**src/include/rrps_pkg.sv**
```systemverilog
// Constants, register map and carrier types of the rail ramp and power sequencer.
// Assumes a serial management bus decoder upstream that presents byte accesses.
// How it works
// (RULE1) Trigger bit clears itself when both buck rails reach their targets.
// (RULE2) Writing 1 to trigger ramps both buck rails to stored set-points; 0 does nothing.
// (RULE3) Auto-apply disable at 1: set-point writes start a paced ramp without trigger.
// (RULE4) Step-time code 000b is 160 us per step, each higher code halves it.
// (RULE5) Step-time code 111b applies the new set-point at once.
// (RULE6) Linear regulator set-point is a 6-bit code, bits 5..0, reset 1Fh.
// (RULE7) Delay bit n-1 of first delay register picks 2 ms or 5 ms after strobe n; power-down uses it after strobe n+1.
// (RULE8) Bit 0 of second delay register picks the wait between strobes 9 and 10.
// (RULE9) Multiplier bit 7 at 1 scales every power-down delay by ten.
// (RULE10) Power-up sequencing never uses the multiplier.
// (RULE11) Buck two slot field is bits 7..4, reset 9h, codes 3..10 map to strobes.
// (RULE12) Buck one slot field is bits 3..0, reset 8h, same code mapping.
// (RULE13) Slot codes below 3 or above 10 keep the rail away from the sequencer.
// (RULE14) Pacing and trigger act only on the two buck rails.
// (RULE15) Power-up issues strobes ascending, enabling rails at their slot, then waits.
// (RULE16) Reserved bits read zero and ignore writes.
package rrps_pkg;
	// ==========================================
	// Register offsets
	localparam logic [7:0] ADDR_BUCK1 = 8'h16;
	localparam logic [7:0] ADDR_BUCK2 = 8'h17;
	localparam logic [7:0] ADDR_RAMP = 8'h1A;
	localparam logic [7:0] ADDR_LREG = 8'h1B;
	localparam logic [7:0] ADDR_DLY_LO = 8'h20;
	localparam logic [7:0] ADDR_DLY_HI = 8'h21;
	localparam logic [7:0] ADDR_SLOT = 8'h22;

	// ==========================================
	// Reset values and writable masks
	localparam logic [7:0] RST_BUCK = 8'h99;
	localparam logic [7:0] RST_RAMP = 8'h06;
	localparam logic [7:0] RST_LREG = 8'h1F;
	localparam logic [7:0] RST_DLY_LO = 8'h00;
	localparam logic [7:0] RST_DLY_HI = 8'h00;
	localparam logic [7:0] RST_SLOT = 8'h98;
	localparam logic [7:0] MASK_BUCK = 8'hBF;
	localparam logic [7:0] MASK_RAMP = 8'hC7;
	localparam logic [7:0] MASK_LREG = 8'h3F;
	localparam logic [7:0] MASK_DLY_HI = 8'h81;

	// ==========================================
	// Field positions
	localparam int BIT_TRIGGER = 7;
	localparam int BIT_AUTO_DIS = 6;
	localparam int BIT_DN_MULT = 7;
	localparam logic [2:0] STEP_IMMEDIATE = 3'h7;
	localparam logic [3:0] SLOT_FIRST = 4'h3;
	localparam logic [3:0] SLOT_LAST = 4'hA;
	localparam logic [3:0] STROBE_COUNT = 4'hA;

	// ==========================================
	// Timing
	localparam int CLK_MHZ = 125;
	localparam int STEP_BASE_NS = 160000;
	localparam int DLY_SHORT_MS = 2;
	localparam int DLY_LONG_MS = 5;
	localparam int DN_FACTOR = 10;
	localparam int STEP_BASE_CYC = (STEP_BASE_NS * CLK_MHZ + 999) / 1000;
	localparam int DLY_SHORT_CYC = DLY_SHORT_MS * CLK_MHZ * 1000;
	localparam int DLY_LONG_CYC = DLY_LONG_MS * CLK_MHZ * 1000;

	// ==========================================
	// Carrier types
	typedef struct packed {
		logic wr;
		logic rd;
		logic [7:0] addr;
		logic [7:0] wdata;
	} rrps_reg_req_s;

	typedef enum logic [2:0] {
		SEQ_IDLE = 3'b001,
		SEQ_UP = 3'b010,
		SEQ_DOWN = 3'b100
	} rrps_seq_e;
endpackage : rrps_pkg

```
**src/design/rrps_top.sv**
```systemverilog
// Rail ramp pacing, linear regulator set-point and ten-strobe power sequencer.
// Assumes register accesses and power requests come from logic on clk.
// Power requests are honoured only while seq_busy is low.
// Rail enables and codes feed the converters; their analog settling is not modelled here.
`timescale 1ns/10ps
`default_nettype none
module rrps_top #(
	parameter int STEP_BASE = rrps_pkg::STEP_BASE_CYC,
	parameter int DLY_SHORT = rrps_pkg::DLY_SHORT_CYC,
	parameter int DLY_LONG = rrps_pkg::DLY_LONG_CYC
) (
	// Clock and reset
	input wire logic clk,
	input wire logic srst,
	// Register access
	input wire rrps_pkg::rrps_reg_req_s req,
	output logic [7:0] rdata_q,
	output logic rvalid_q,
	// Power requests, one-cycle pulses
	input wire logic pwr_up_req,
	input wire logic pwr_dn_req,
	// Rail controls
	output logic [5:0] buck_rail_one_code_q,
	output logic [5:0] buck_rail_two_code_q,
	output logic [5:0] linear_reg_setpoint,
	output logic buck_rail_one_en_q,
	output logic buck_rail_two_en_q,
	output logic strobe_pulse_q,
	output logic [3:0] strobe_num_q,
	output logic seq_busy
);
	import rrps_pkg::*;

	// Delay timer, wide enough for ten times the long delay at the default clock
	localparam int TMR_W = 24;
	localparam logic [TMR_W-1:0] T_SHORT = TMR_W'(DLY_SHORT);
	localparam logic [TMR_W-1:0] T_LONG = TMR_W'(DLY_LONG);
	localparam logic [TMR_W-1:0] T_SHORT_DN = TMR_W'(DLY_SHORT * DN_FACTOR);
	localparam logic [TMR_W-1:0] T_LONG_DN = TMR_W'(DLY_LONG * DN_FACTOR);

	// ==========================================
	// Register file
	// Reserved bits are masked on write, so they always read zero
	// Start pulse lags the write by one edge, so targets come from updated registers
	// Trigger bit stays set while a ramp runs and clears one edge after it ends
	logic [7:0] buck1_q, buck1_d, buck2_q, buck2_d, ramp_q, ramp_d;
	logic [7:0] lreg_q, lreg_d, dly_lo_q, dly_lo_d, dly_hi_q, dly_hi_d, slot_q, slot_d;
	logic start_q, start_d;
	logic ramp_done;

	// Register writes, trigger set and self-clear
	always_comb begin
		buck1_d = buck1_q;
		buck2_d = buck2_q;
		ramp_d = ramp_q;
		lreg_d = lreg_q;
		dly_lo_d = dly_lo_q;
		dly_hi_d = dly_hi_q;
		slot_d = slot_q;
		start_d = 1'b0;
		// Self-clear yields to a start in the same cycle, so a restarted ramp keeps its trigger
		if (ramp_done && !start_q) begin
			ramp_d[BIT_TRIGGER] = 1'b0; // see (RULE1)
		end
		if (req.wr) begin
			unique case (req.addr)
				ADDR_BUCK1: begin
					buck1_d = req.wdata & MASK_BUCK;
					start_d = ramp_q[BIT_AUTO_DIS]; // see (RULE3)
				end
				ADDR_BUCK2: begin
					buck2_d = req.wdata & MASK_BUCK;
					start_d = ramp_q[BIT_AUTO_DIS]; // see (RULE3)
				end
				ADDR_RAMP: begin
					// Set wins over the self-clear; writing 0 leaves a running ramp alone
					ramp_d = (req.wdata & MASK_RAMP) | {ramp_d[BIT_TRIGGER], 7'h00}; // see (RULE2) (RULE16)
					start_d = req.wdata[BIT_TRIGGER]; // see (RULE2)
				end
				ADDR_LREG: lreg_d = req.wdata & MASK_LREG; // see (RULE6) (RULE16)
				ADDR_DLY_LO: dly_lo_d = req.wdata; // see (RULE7)
				ADDR_DLY_HI: dly_hi_d = req.wdata & MASK_DLY_HI; // see (RULE8) (RULE9) (RULE16)
				ADDR_SLOT: slot_d = req.wdata; // see (RULE11) (RULE12)
				default: begin
				end
			endcase
		end
	end

	// Register stage of the register file
	always_ff @(posedge clk) begin
		if (srst) begin
			buck1_q <= RST_BUCK;
			buck2_q <= RST_BUCK;
			ramp_q <= RST_RAMP;
			lreg_q <= RST_LREG;
			dly_lo_q <= RST_DLY_LO;
			dly_hi_q <= RST_DLY_HI;
			slot_q <= RST_SLOT;
			start_q <= 1'b0;
		end else begin
			buck1_q <= buck1_d;
			buck2_q <= buck2_d;
			ramp_q <= ramp_d;
			lreg_q <= lreg_d;
			dly_lo_q <= dly_lo_d;
			dly_hi_q <= dly_hi_d;
			slot_q <= slot_d;
			start_q <= start_d;
		end
	end

	assign linear_reg_setpoint = lreg_q[5:0]; // see (RULE6)

	// ==========================================
	// Read port
	// Read data is registered and holds until the next read strobe
	// A late host can still pick it up after rvalid_q has dropped
	logic [7:0] rdata_d;

	// Unmapped addresses read zero
	always_comb begin
		unique case (req.addr)
			ADDR_BUCK1: rdata_d = buck1_q;
			ADDR_BUCK2: rdata_d = buck2_q;
			ADDR_RAMP: rdata_d = ramp_q;
			ADDR_LREG: rdata_d = lreg_q;
			ADDR_DLY_LO: rdata_d = dly_lo_q;
			ADDR_DLY_HI: rdata_d = dly_hi_q;
			ADDR_SLOT: rdata_d = slot_q;
			default: rdata_d = 8'h00;
		endcase
	end

	// Capture read data on the read strobe
	always_ff @(posedge clk) begin
		if (srst) begin
			rdata_q <= 8'h00;
			rvalid_q <= 1'b0;
		end else begin
			rdata_q <= req.rd ? rdata_d : rdata_q;
			rvalid_q <= req.rd;
		end
	end

	// ==========================================
	// Buck rail ramp engine, only the two buck rails
	// Both rails move one code per step period, each toward its own target
	// Targets latch at start; set-point writes mid-ramp wait for the next start
	// Code 7 skips pacing, leaving the slew to the converter loop
	// Other rails never pass through here and change at once
	logic [5:0] tgt1_q, tgt1_d, tgt2_q, tgt2_d, code1_d, code2_d;
	logic ramping_q, ramping_d;
	logic [15:0] step_tmr_q, step_tmr_d, step_len;
	logic [2:0] step_sel;

	assign step_sel = ramp_q[2:0];
	// Cycles per code step, rounded up
	// Rounding up keeps fast codes from stepping quicker than selected
	assign step_len = 16'((STEP_BASE + (1 << step_sel) - 1) >> step_sel); // see (RULE4)
	// Done once both rails sit on their targets
	assign ramp_done = ramping_q && (buck_rail_one_code_q == tgt1_q) && (buck_rail_two_code_q == tgt2_q);

	// Step both rails one code toward target per step period
	always_comb begin
		tgt1_d = tgt1_q;
		tgt2_d = tgt2_q;
		code1_d = buck_rail_one_code_q;
		code2_d = buck_rail_two_code_q;
		ramping_d = ramping_q && !ramp_done; // see (RULE1)
		step_tmr_d = step_tmr_q;
		if (start_q) begin
			tgt1_d = buck1_q[5:0]; // see (RULE2) (RULE14)
			tgt2_d = buck2_q[5:0];
			ramping_d = 1'b1;
			step_tmr_d = step_len;
		end else if (ramping_q && !ramp_done) begin
			if (step_sel == STEP_IMMEDIATE) begin
				code1_d = tgt1_q; // see (RULE5)
				code2_d = tgt2_q;
			end else if (step_tmr_q <= 16'h0001) begin
				step_tmr_d = step_len; // see (RULE4)
				if (code1_d < tgt1_q) code1_d = code1_d + 6'h01;
				else if (code1_d > tgt1_q) code1_d = code1_d - 6'h01;
				if (code2_d < tgt2_q) code2_d = code2_d + 6'h01;
				else if (code2_d > tgt2_q) code2_d = code2_d - 6'h01;
			end else begin
				step_tmr_d = step_tmr_q - 16'h0001;
			end
		end
	end

	// Register stage of the ramp engine
	always_ff @(posedge clk) begin
		if (srst) begin
			tgt1_q <= RST_BUCK[5:0];
			tgt2_q <= RST_BUCK[5:0];
			buck_rail_one_code_q <= RST_BUCK[5:0];
			buck_rail_two_code_q <= RST_BUCK[5:0];
			ramping_q <= 1'b0;
			step_tmr_q <= 16'h0000;
		end else begin
			tgt1_q <= tgt1_d;
			tgt2_q <= tgt2_d;
			buck_rail_one_code_q <= code1_d;
			buck_rail_two_code_q <= code2_d;
			ramping_q <= ramping_d;
			step_tmr_q <= step_tmr_d;
		end
	end

	// ==========================================
	// Power sequencer
	// Strobes run 1 to 10 going up and 10 to 1 going down
	// First strobe one cycle after the request is taken, later ones after their delay
	// Requests while busy are dropped; the host waits for seq_busy to fall
	// Rails with a slot outside 3 to 10 keep their enable untouched
	rrps_seq_e state_q, state_d;
	logic [3:0] strobe_d, next_num, dly_idx;
	logic [TMR_W-1:0] tmr_q, tmr_d;
	logic [8:0] dly_bits;
	logic en1_d, en2_d, pulse_d, dly_long, dn;
	logic [3:0] slot1, slot2;

	assign slot1 = slot_q[3:0];
	assign slot2 = slot_q[7:4];
	assign dly_bits = {dly_hi_q[0], dly_lo_q}; // see (RULE7) (RULE8)
	assign dn = (state_q == SEQ_DOWN);
	assign next_num = dn ? strobe_num_q - 4'h1 : strobe_num_q + 4'h1;
	// Wait after strobe n going up, or before strobe n-1 going down
	assign dly_idx = dn ? next_num - 4'h1 : next_num;
	// Delay bit for the coming wait; indices outside 1..9 belong to a run's last strobe
	always_comb begin
		dly_long = 1'b0;
		if (dly_idx >= 4'h1 && dly_idx <= 4'h9) begin
			dly_long = dly_bits[dly_idx - 4'h1];
		end
	end
	assign seq_busy = (state_q != SEQ_IDLE);

	// Walk the strobes, one per delay
	always_comb begin
		state_d = state_q;
		strobe_d = strobe_num_q;
		tmr_d = tmr_q;
		en1_d = buck_rail_one_en_q;
		en2_d = buck_rail_two_en_q;
		pulse_d = 1'b0;
		unique case (state_q)
			SEQ_IDLE: begin
				// Power-up wins when both requests come together
				if (pwr_up_req) begin
					state_d = SEQ_UP;
					strobe_d = 4'h0;
					tmr_d = '0;
				end else if (pwr_dn_req) begin
					state_d = SEQ_DOWN;
					strobe_d = STROBE_COUNT + 4'h1;
					tmr_d = '0;
				end
			end
			SEQ_UP, SEQ_DOWN: begin
				// Count the wait down, then issue the next strobe
				if (tmr_q != '0) begin
					tmr_d = tmr_q - TMR_W'(1);
				end else begin
					pulse_d = 1'b1;
					strobe_d = next_num; // see (RULE15)
					// Out-of-range slots never match a strobe
					if (slot1 >= SLOT_FIRST && slot1 <= SLOT_LAST && slot1 == next_num) en1_d = !dn; // see (RULE12) (RULE13) (RULE15)
					if (slot2 >= SLOT_FIRST && slot2 <= SLOT_LAST && slot2 == next_num) en2_d = !dn; // see (RULE11) (RULE13)
					if (next_num == (dn ? 4'h1 : STROBE_COUNT)) begin
						state_d = SEQ_IDLE;
					end else if (dn && dly_hi_q[BIT_DN_MULT]) begin
						tmr_d = (dly_long ? T_LONG_DN : T_SHORT_DN) - TMR_W'(1); // see (RULE9)
					end else begin
						tmr_d = (dly_long ? T_LONG : T_SHORT) - TMR_W'(1); // see (RULE7) (RULE10)
					end
				end
			end
		endcase
	end

	// Register stage of the sequencer
	always_ff @(posedge clk) begin
		if (srst) begin
			state_q <= SEQ_IDLE;
			strobe_num_q <= 4'h0;
			tmr_q <= '0;
			buck_rail_one_en_q <= 1'b0;
			buck_rail_two_en_q <= 1'b0;
			strobe_pulse_q <= 1'b0;
		end else begin
			state_q <= state_d;
			strobe_num_q <= strobe_d;
			tmr_q <= tmr_d;
			buck_rail_one_en_q <= en1_d;
			buck_rail_two_en_q <= en2_d;
			strobe_pulse_q <= pulse_d;
		end
	end
endmodule : rrps_top
`default_nettype wire

```
**config.mk**
```make
export PLATFORM = sky130hd
export DESIGN_NAME = rrps_top
export DESIGN_NICKNAME = d
export VERILOG_FILES = /design/src/include/rrps_pkg.sv /design/src/design/rrps_top.sv
export SDC_FILE = /design/constraint.sdc
export NUM_CORES = 1
export LEC_CHECK = 0
export ABC_AREA = 1
export CAP_MARGIN = 20
export CORE_ASPECT_RATIO = 2
export CORE_MARGIN = 3
export CORE_UTILIZATION = 59
export CTS_CLUSTER_DIAMETER = 150
export DETAILED_ROUTE_END_ITERATION = 6
export DONT_BUFFER_PORTS = 1
export PLACE_DENSITY = 0.75
export SLEW_MARGIN = 20
export SYNTH_ARGS = -nofsm -noshare
export SYNTH_HDL_FRONTEND = slang
export SYNTH_SLANG_ARGS = --single-unit
```
**constraint.sdc**
```tcl
create_clock -name clk -period 10.05 [get_ports clk]
set_input_delay 2.01 -clock clk [delete_from_list [all_inputs] [get_ports clk]]
set_output_delay 2.01 -clock clk [all_outputs]
set_load 0.02 [all_outputs]
```
# After elaboration in Yosys (flattened, before gate mapping)
# Cells that the tools add are included.
# op_classes
add_sub_neg,14
mul,0
div_mod_pow,0
order_cmp,12
n_eq_ne,22
shift,2
muxes,42
bitwise,5
n_reduce_logical,37
# op_table
operator,count
two-way mux 24 bit,5
two-way mux 16 bit,4
one-hot mux 8 bit (7 select lines),1
two-way mux 6 bit,8
one-hot mux 24 bit (2 select lines),1
"adder 16 x 32 -> 32 bit, first input constant",1
"== test 8 x 5 -> 1 bit, second input constant",4
"<< shifter 1 x 3 -> 32 bit, first input constant",1
right shift 32 x 3 -> 16 bit,1
"subtractor 32 x 2 -> 32 bit, second input constant",1
"== test 8 x 6 -> 1 bit, second input constant",3
two-way mux 4 bit,6
nonzero test 24 bit,1
"subtractor 23 x 1 -> 24 bit, second input constant",1
"subtractor 24 x 1 -> 24 bit, second input constant",1
two-way mux 23 bit,1
"subtractor 20 x 1 -> 21 bit, second input constant",1
two-way mux 20 bit,1
AND reduction 2 bit,10
"<= comparator 16 x 1 -> 1 bit, second input constant",1
two-way mux 8 bit,2
"subtractor 16 x 1 -> 16 bit, second input constant",1
"adder 6 x 1 -> 6 bit, second input constant",2
== test 4 bit,3
31 further kinds,73
# totals
ff_bits,131
latch_bits,0
ram_bits,0
rom_bits,0
input_bits,22
elab_cells,157
mem_count,0

# Logic depth before layout (Yosys ltp)
# Gate-level depths: netlist of the first run.
# logic_depth
word_depth,14
mapped_depth,23
depth_no_buf,23

# Least setup slack after synthesis of the first run
# OpenSTA, ideal clock, no wires.
# synth_timing
kind,in2reg
from,in req[17] (netlist bit)
to,reg lreg_q[5]
setup_time_ns,0.115
arrival_time_ns,3.252
required_time_ns,9.935
setup_slack_ns,6.683
stages,5
path_buffers,1
path_cell_list,clkbuf_1 inv_1 nor4_1 a21oi_1 o21a_1
# synth_between
elab_chain_len,1
# synth_rtl
element,line_no,text
from (decl),rrps_top.sv:16,"input wire rrps_pkg::rrps_reg_req_s req,"
AND reduction 2 bit (no line),n/a,
to (signal assigned),rrps_top.sv:105,lreg_q <= lreg_d;
to (decl),rrps_top.sv:47,"logic [7:0] lreg_q, lreg_d, dly_lo_q, dly_lo_d, dly_hi_q, dly_hi_d, slot_q, slot_d;"
# Every way passes these cells.
# A chain may end at the register's enable or synchronous reset.

# Worst setup path in the final report of the first run
# layout_timing
from,reg state_q[0]
to,reg tmr_q[12]
# layout_between
elab_chain_len,14
elab_cells_between_ends,28
# layout_rtl
element,line_no,text
from (decl),rrps_top.sv:218,"rrps_seq_e state_q, state_d;"
from (signal assigned),rrps_top.sv:294,state_q <= state_d;
== test 3 bit,"rrps_top.sv:228, rrps_top.sv:249",
two-way mux 4 bit,rrps_top.sv:229,assign next_num = dn ? strobe_num_q - 4'h1 : strobe_num_q + 4'h1;
subtractor 4 x 1 -> 4 bit,rrps_top.sv:231,assign dly_idx = dn ? next_num - 4'h1 : next_num;
two-way mux 4 bit,rrps_top.sv:231,
subtractor 4 x 1 -> 4 bit,rrps_top.sv:236,dly_long = dly_bits[dly_idx - 4'h1];
binary-select mux 1 bit (select 4 bit),rrps_top.sv:236,
two-way mux 1 bit (implied by the code),rrps_top.sv:236,
two-way mux 1 bit,rrps_top.sv:235,if (dly_idx >= 4'h1 && dly_idx <= 4'h9) begin
two-way mux 23 bit or two-way mux 20 bit (tied branches),"rrps_top.sv:275, rrps_top.sv:277",
subtractor 23 x 1 -> 24 bit or subtractor 20 x 1 -> 21 bit (tied branches),"rrps_top.sv:275, rrps_top.sv:277",
two-way mux 24 bit,rrps_top.sv:274,end else if (dn && dly_hi_q[BIT_DN_MULT]) begin
two-way mux 24 bit,rrps_top.sv:272,if (next_num == (dn ? 4'h1 : STROBE_COUNT)) begin
two-way mux 24 bit,rrps_top.sv:264,if (tmr_q != '0) begin
one-hot mux 24 bit (2 select lines),rrps_top.sv:249,unique case (state_q)
to (signal assigned),rrps_top.sv:296,tmr_q <= tmr_d;
to (decl),rrps_top.sv:220,"logic [TMR_W-1:0] tmr_q, tmr_d;"
# Parallel ways exist; a longest one is shown, timed or not. The select of a mux whose other input is x is not followed.

==> metrics.csv, run 1 <==
stage,metric,value,unit
worst_setup_path,reg2reg_slack,6.40,ns
logic_synthesis,synth_edf_count,0,
routing,wl_per_cell,17.6,um
routing,route.detailed.drc,2,
grt,grt_pass1_vias,7847,
grt,grt_pass1_wl,37.5,mm
clocking,ctsResizeCount,0,
sta,hold_violations,0,
place,placed_cell_area,7960,sq um
worst_setup_path,startpoint_type,flop,
sta,holdWs,0.465,ns
routing,dr.pass1.iters,7,
place,dp_hpwl,17.5,mm
sta,fin_crit_sh,36.3,%
place,io_buffers,0,
logic_synthesis,synth-seq-area-share,32.4,%
logic_synthesis,syn-mean-instance-area,6.76,sq um
outcome,violations,design-rule violations,
place,dp_slack,6.42,ns
sta,setup_viol,0,
clocking,numCtsBuffers,17,
sta,maxSlewViolCount,0,
clocking,post_cts_buffers,0,
pwr,internal-power,1.09,mW
routing,drtIter0Drc,386,
clocking,cts_root_buf,clkbuf_16,
sta,fmax,274,MHz
layout,postLayoutCoreUtil,65.8,%
routing,num_vias,7855,
pwr,p_sw,0.579,mW
logic_synthesis,yosys_warnings,0,
routing,ant_nets,0,
place,gp_congestion,0.942,
pwr,p_leak,3.89,nW
sta,clock_skew,0.0105,ns
floorplanning,rows,59,
clocking,htreeDepth,4,
sta,rsz0062_at_grt,false,
clocking,cts_num_sinks,128,
layout,drive_above_1_share,6.93,%
sta,slew_headroom,41.9,%
pwr,swShare,34.7,%
clocking,cts_tree,built,
clocking,postCtsHoldBufs,0,
grt,antenna_found_initial,0,
worst_setup_path,critPathKind,reg2reg,
logic_synthesis,yosysUniqueCellTypes,48,
layout,syn_to_final_growth,8.67,%
sta,setup_slack,6.40,ns
clocking,clock_latency,0.42,ns
floorplanning,ioPinCount,57,
clocking,clockBufferDepth,2,
layout,final_cell_area,8590,sq um
grt,gr-usage-all-layers,32.4,%
worst_setup_path,arrival,3.96,ns
pwr,ir_worst_vdd,0.175,mV
logic_synthesis,synth-seq-cells,128,
floorplanning,die_area,14900,sq um
sta,final.setup.tns,0,ns
outcome,outcome,"finished, violations left",
flow_run,drv_cap,0,
routing,routed_wl,23.2,mm
pwr,power_density,194,nW/um^2
sta,min_period,3.65,ns
layout,nets,1220,
layout,antenna-diode-count,0,
floorplanning,core_area,13100,sq um
routing,via_per_inst,5.95,
pwr,power_frac_clock,39.9,%
logic_synthesis,syn_area,7910,sq um
sta,tightest_slew,0.869,ns
pwr,pwr-share-seq,33.1,%
grt,grt_remaining_overflow,0,
floorplanning,die_w,87.9,um
worst_setup_path,critPathCaptureType,flop,
worst_setup_path,cp.required,10.36,ns
logic_synthesis,syn_inst,1169,
grt,grt_max_degree,74,
pwr,p_comb_share,27.1,%
layout,fillers,1255,
floorplanning,die_y,170,um
clocking,clkTransAtPathRegs,0.06,ns
logic_synthesis,async_reset_ff_share,0,%
hold_path,hold_class,reg2reg,
worst_setup_path,crit_path_max_fanout,8,
logic_synthesis,yosys_most_used_dff,dfxtp_1,
floorplanning,start_util,60.5,%
logic_synthesis,syn-num-nets,1233,
-- sequential cells by signal, summed over array words and instances, names as in the netlist, 5 cells and up --
name / flops
ramp_q: 5
buck2_q: 7
buck_rail_two_code_q: 6
tmr_q: 24
tgt2_q: 6
rdata_q: 8
lreg_q: 6
step_tmr_q: 16
buck_rail_one_code_q: 6
buck1_q: 7
dly_lo_q: 8
tgt1_q: 6
slot_q: 8
-- final cells by class --
cell class | instances | area, sq um | share of cell area, %
multi-input combinational | 873 | 4690 | 54.6
sequential | 128 | 2560 | 29.8
inverter | 133 | 499 | 5.81
clock buffer | 18 | 429 | 4.99
clock inverter | 14 | 201 | 2.34
tap | 152 | 190 | 2.21
timing repair buffer | 3 | 22.5 | 0.262
-- path summary, 6_finish.rpt --
check | start | depth (start not counted) | end
max | state_q[0] | 20 | tmr_q[12]
max reg2reg | state_q[0] | 20 | tmr_q[12]
min reg2reg | tmr_q[1] | 2 | tmr_q[1]
min | tmr_q[1] | 2 | tmr_q[1]
-- kinds of logic (layout without fill, tap and decap cells) --
logic type	Yosys count	in the layout	share of synthesized area [%]
AND/OR/NAND/NOR	494	494	26.7
AO/OA/AOI/OAI	307	307	22.3
buffers and inverters	168	168	8.31
flip-flops	128	128	32.4
adder cells (fa/ha/maj)	42	42	6.93
XOR/XNOR	30	30	3.32
-- per-layer routing --
metal / vias to the layer above / track usage (%) / wire length (um)
met4: 0 / 28.1 / 2350
met3: 127 / 6.12 / 1050
met2: 259 / 60.0 / 12500
li1: 3878 / - / -
met5: - / 0 / 0
met1: 3591 / 28.0 / 7270
-- power by group through the flow --
stage	Clock, mW	Sequential (mW)	Combinational, mW
after floorplan	0	0.555	0.347
after global placement	0	0.562	0.442
after detailed placement	0	0.562	0.444
after CTS	0.669	0.551	0.447
after global routing	0.690	0.554	0.507
final	0.665	0.552	0.452
-- cells in the final DEF, fill, tap and decap left out, types with 6 or more instances in the layout --
cell type / Yosys / layout
a211oi_1: 7 / 7
a21oi_1: 117 / 117
a21oi_2: 17 / 17
clkbuf_16: 0 / 17
dfxtp_1: 128 / 128
ha_1: 39 / 39
inv_1: 124 / 124
inv_2: 7 / 7
nand2_1: 263 / 263
nand3_1: 72 / 72
nand4_1: 10 / 10
nor2_1: 111 / 111
nor3_1: 10 / 10
o2111ai_1: 6 / 6
o211ai_1: 21 / 21
o21ai_0: 111 / 111
o22ai_1: 9 / 9
xnor2_1: 10 / 10
xor2_1: 20 / 20
-- cells in the mapped netlist (5+ instances only) --
| master | instances | share of area [%] |
|---|---|---|
| or2_2 | 5 | 0.40 |
| nor3_1 | 10 | 0.63 |
| xnor2_1 | 10 | 1.1 |
| nor2_2 | 5 | 0.40 |
| nand3_1 | 72 | 4.6 |
| a21oi_1 | 117 | 7.4 |
| o21ai_0 | 111 | 7.0 |
| ha_1 | 39 | 6.2 |
| a21oi_2 | 17 | 1.9 |
| dfxtp_1 | 128 | 32 |
| nor2_1 | 111 | 5.3 |
| nand4_1 | 10 | 0.79 |
| o2111ai_1 | 6 | 0.66 |
| inv_1 | 124 | 5.9 |
| xor2_1 | 20 | 2.2 |
| o22ai_1 | 9 | 0.71 |
| nand2_1 | 263 | 12 |
| o211ai_1 | 21 | 2.0 |
| clkbuf_1 | 29 | 1.4 |
| a211oi_1 | 7 | 0.66 |
| inv_2 | 7 | 0.33 |
-- stage by stage --
step	std cells	total power, mW
3_5_place_dp	1289	1.01
5_1_grt	1321	1.75
2_1_floorplan	1169	0.903
6_report	1321	1.67
3_3_place_gp	1289	1.00
4_1_cts	1321	1.67
-- worst max-delay path: stages, from the launching register on --
cell and delay (ns):
dfxtp_1 0.33, nor2_2 0.20, nand2_2 0.16, inv_2 0.14, fa_1 0.50, inv_1 0.16, xor2_1 0.24, ha_1 0.32
inv_1 0.09, nand3_1 0.08, nand2_1 0.07, nand2_1 0.04, nand2_1 0.06, nand2_1 0.06, nand3_1 0.14, inv_1 0.10
ha_1 0.30, o21ai_0 0.28, nor2_1 0.09, nor2_1 0.12, nor3_1 0.06
Note: power is estimated with default switching activity, not from simulation.
==> run 2: changes to the inputs <==
Settings changed: CORE_UTILIZATION 59 to 58, PLACE_DENSITY 0.75 to 0.76.
Clock period 10.05 ns to 2.95 ns, I/O delays scaled along.
==> run 2 against run 1 <==
  * The flow now finishes without violations
  * First-iteration DRC count down 1.3%
  * Die area grew 1.6%
  * Critical path depth fell by 2
  * Global-route usage is essentially flat
  * Non-clock buffer count increased by 53
  * Fmax grew 24%
  * Worst setup slack lost 6.4 ns
  * Total power grew to 3.6 times the previous value
  * Critical path type unchanged
  * Critical endpoint unchanged
  * Largest cell class unchanged
  * Largest power group unchanged
==> metrics.csv, run 2 (synthesis gave the netlist of run 1 again) <==
stage,metric,value,unit
worst_setup_path,critPathKind,reg2reg,
routing,wl_per_cell,17.5,um
pwr,internal-power,3.92,mW
layout,final_cells,1374,
floorplanning,start_util,60.2,%
pwr,pwr-share-seq,30.8,%
layout,antenna-diode-count,0,
place,gp_congestion,0.950,
sta,setup_viol,0,
sta,min_period,2.95,ns
layout,largest_register_ffs,24,
sta,maxSlewViolCount,0,
layout,postLayoutCoreUtil,69.9,%
worst_setup_path,cp.required,3.27,ns
routing,num_vias,8208,
sta,clock_skew,0.0117,ns
routing,ant_nets,0,
worst_setup_path,cp_cell_sequence,nor2_4 -> nand2_4 -> inv_4 -> fa_2 -> inv_4 -> xor2_4 -> ha_4 -> inv_1 -> a21oi_1 -> nand3_1 -> nand3_2 -> nand3_4 -> inv_4 -> ha_4 -> o21ai_4 -> nor2_1 -> nor2_1 -> nor3_1,
clocking,clock_latency,0.43,ns
layout,regMostFlops,tmr_q,
clocking,postCtsHoldBufs,0,
sta,slew_headroom,52.7,%
grt,met1_usage,27.7,%
pwr,p_comb_share,31.5,%
pwr,power_frac_clock,37.7,%
floorplanning,die_y,171,um
floorplanning,die_w,88.6,um
layout,multi_input_area,4870,sq um
worst_setup_path,critPathMostFrequentCell,inv_4,
place,place_inst,1339,
clocking,cts_tree,built,
layout,register_area,2560,sq um
clocking,clkTransAtPathRegs,0.06,ns
place,dp_slack,-0.122,ns
sta,final.setup.tns,0,ns
sta,setup_slack,0.000191,ns
clocking,numCtsBuffers,17,
worst_setup_path,slowest_delay,0.46,ns
grt,grt_util_met3,5.98,%
sta,fmax,339,MHz
clocking,cts_num_sinks,128,
clocking,clockBufferDepth,2,
layout,top_regs,"tmr_q x24, step_tmr_q x16",
floorplanning,die_area,15200,sq um
grt,grt_remaining_overflow,0,
routing,via_per_inst,5.97,
outcome,outcome,completed,
pwr,p_sw,2.14,mW
place,dp_hpwl,18.0,mm
sta,rsz0062_at_grt,true,
worst_setup_path,crit_path_max_fanout,3,
worst_setup_path,arrival,3.27,ns
layout,layout.cells.most_common_list,"260 x nand2_1, 126 x dfxtp_1, 120 x inv_1",
routing,dr.pass1.iters,6,
grt,grt_pass1_wl,38.1,mm
worst_setup_path,crit_slowest_cell,fa_2,
sta,tightest_slew,0.709,ns
layout,final_common_cell,nand2_1,
layout,syn_to_final_growth,16.2,%
worst_setup_path,startpoint_type,flop,
pwr,ir_worst_vdd,0.773,mV
grt,gr-max-usage-layer,met2,
clocking,cts_root_buf,clkbuf_16,
grt,gr-usage-all-layers,32.4,%
pwr,power_density,659,nW/um^2
floorplanning,ioPinCount,57,
grt,grt_max_degree,74,
place,io_buffers,0,
worst_setup_path,critPathCaptureType,flop,
layout,nets,1273,
floorplanning,core_area,13100,sq um
sta,fin_crit_sh,100,%
routing,drtIter0Drc,381,
grt,grt_util_met2,60.9,%
flow_run,drv_cap,0,
routing,route.detailed.drc,0,
routing,routed_wl,24.1,mm
grt,antenna_found_initial,0,
pwr,swShare,35.3,%
layout,drive_above_1_share,13.5,%
clocking,htreeDepth,4,
hold_path,hold_class,in2reg,
layout,fillers,1155,
pwr,p_leak,4.18,nW
floorplanning,rows,59,
sta,hold_violations,0,
grt,grt_pass1_vias,8130,
==> run 2: final timing paths <==
path	start	end	slack, ns	cells past startpoint
max	state_q[0]	tmr_q[12]	0.0002	18
min	srst	step_tmr_q[9]	0.24	1
max reg2reg	state_q[0]	tmr_q[12]	0.0002	18
min reg2reg	tmr_q[1]	tmr_q[1]	0.46	2
==> run 2: layer usage <==
layer | share of wire (%) | wire length [um] | vias to the layer above
met4 | 9.0 | 2160 | 0
met5 | 0 | 0 | -
met1 | 32 | 7630 | 3832
li1 | - | - | 3984
met2 | 55 | 13200 | 274
met3 | 4.5 | 1090 | 118
==> run 2: per-stage QoR <==
stage / power, mW / hold slack, ns / area [sq um]
floorplan: 3.09 / 0.439 / 7930
detailed placement: 3.59 / 0.455 / 8360
global route: 6.33 / 0.234 / 9190
finish: 6.06 / 0.240 / 9190
CTS: 5.91 / 0.231 / 9030
global placement: 3.58 / 0.445 / 8360
==> run 2: timing repair <==
| item | in CTS | in global routing |
|---|---|---|
| setup buffers | 0 | 3 |
| pin swaps | 5 | 24 |
| endpoints found under the setup margin | 11 | 15 |
| gates resized for setup | 9 | 32 |
| gates cloned | 0 | 0 |
==> run 2: power by group through the flow <==
| stage | logic, mW | clock network [mW] | registers [mW] |
|---|---|---|---|
| 4_1_cts | 1.76 | 2.29 | 1.86 |
| 3_5_place_dp | 1.69 | 0 | 1.90 |
| 3_3_place_gp | 1.69 | 0 | 1.90 |
| 5_1_grt | 2.10 | 2.36 | 1.87 |
| 2_1_floorplan | 1.20 | 0 | 1.89 |
| 6_report | 1.91 | 2.28 | 1.86 |
==> run 2: worst max-delay path, delay by kind of cell (launching register included) <==
family	cells	cell delay, ns
adders and majority gates	3	0.85
xor gates and xnor gates	1	0.22
AOI/OAI and AO/OA	2	0.29
buffers and inverters	4	0.31
DFF	1	0.33
and+or+nand+nor	8	0.82
==> run 2: area by class of cell <==
type                            count  area share (%)
Clock inverter                     14            2.22
Sequential cell                   128            27.9
Timing Repair Buffer               56            4.62
Clock buffer                       18            4.67
Multi-Input combinational cell    873            53.0
Inverter                          133            5.51
Tap cell                          152            2.07
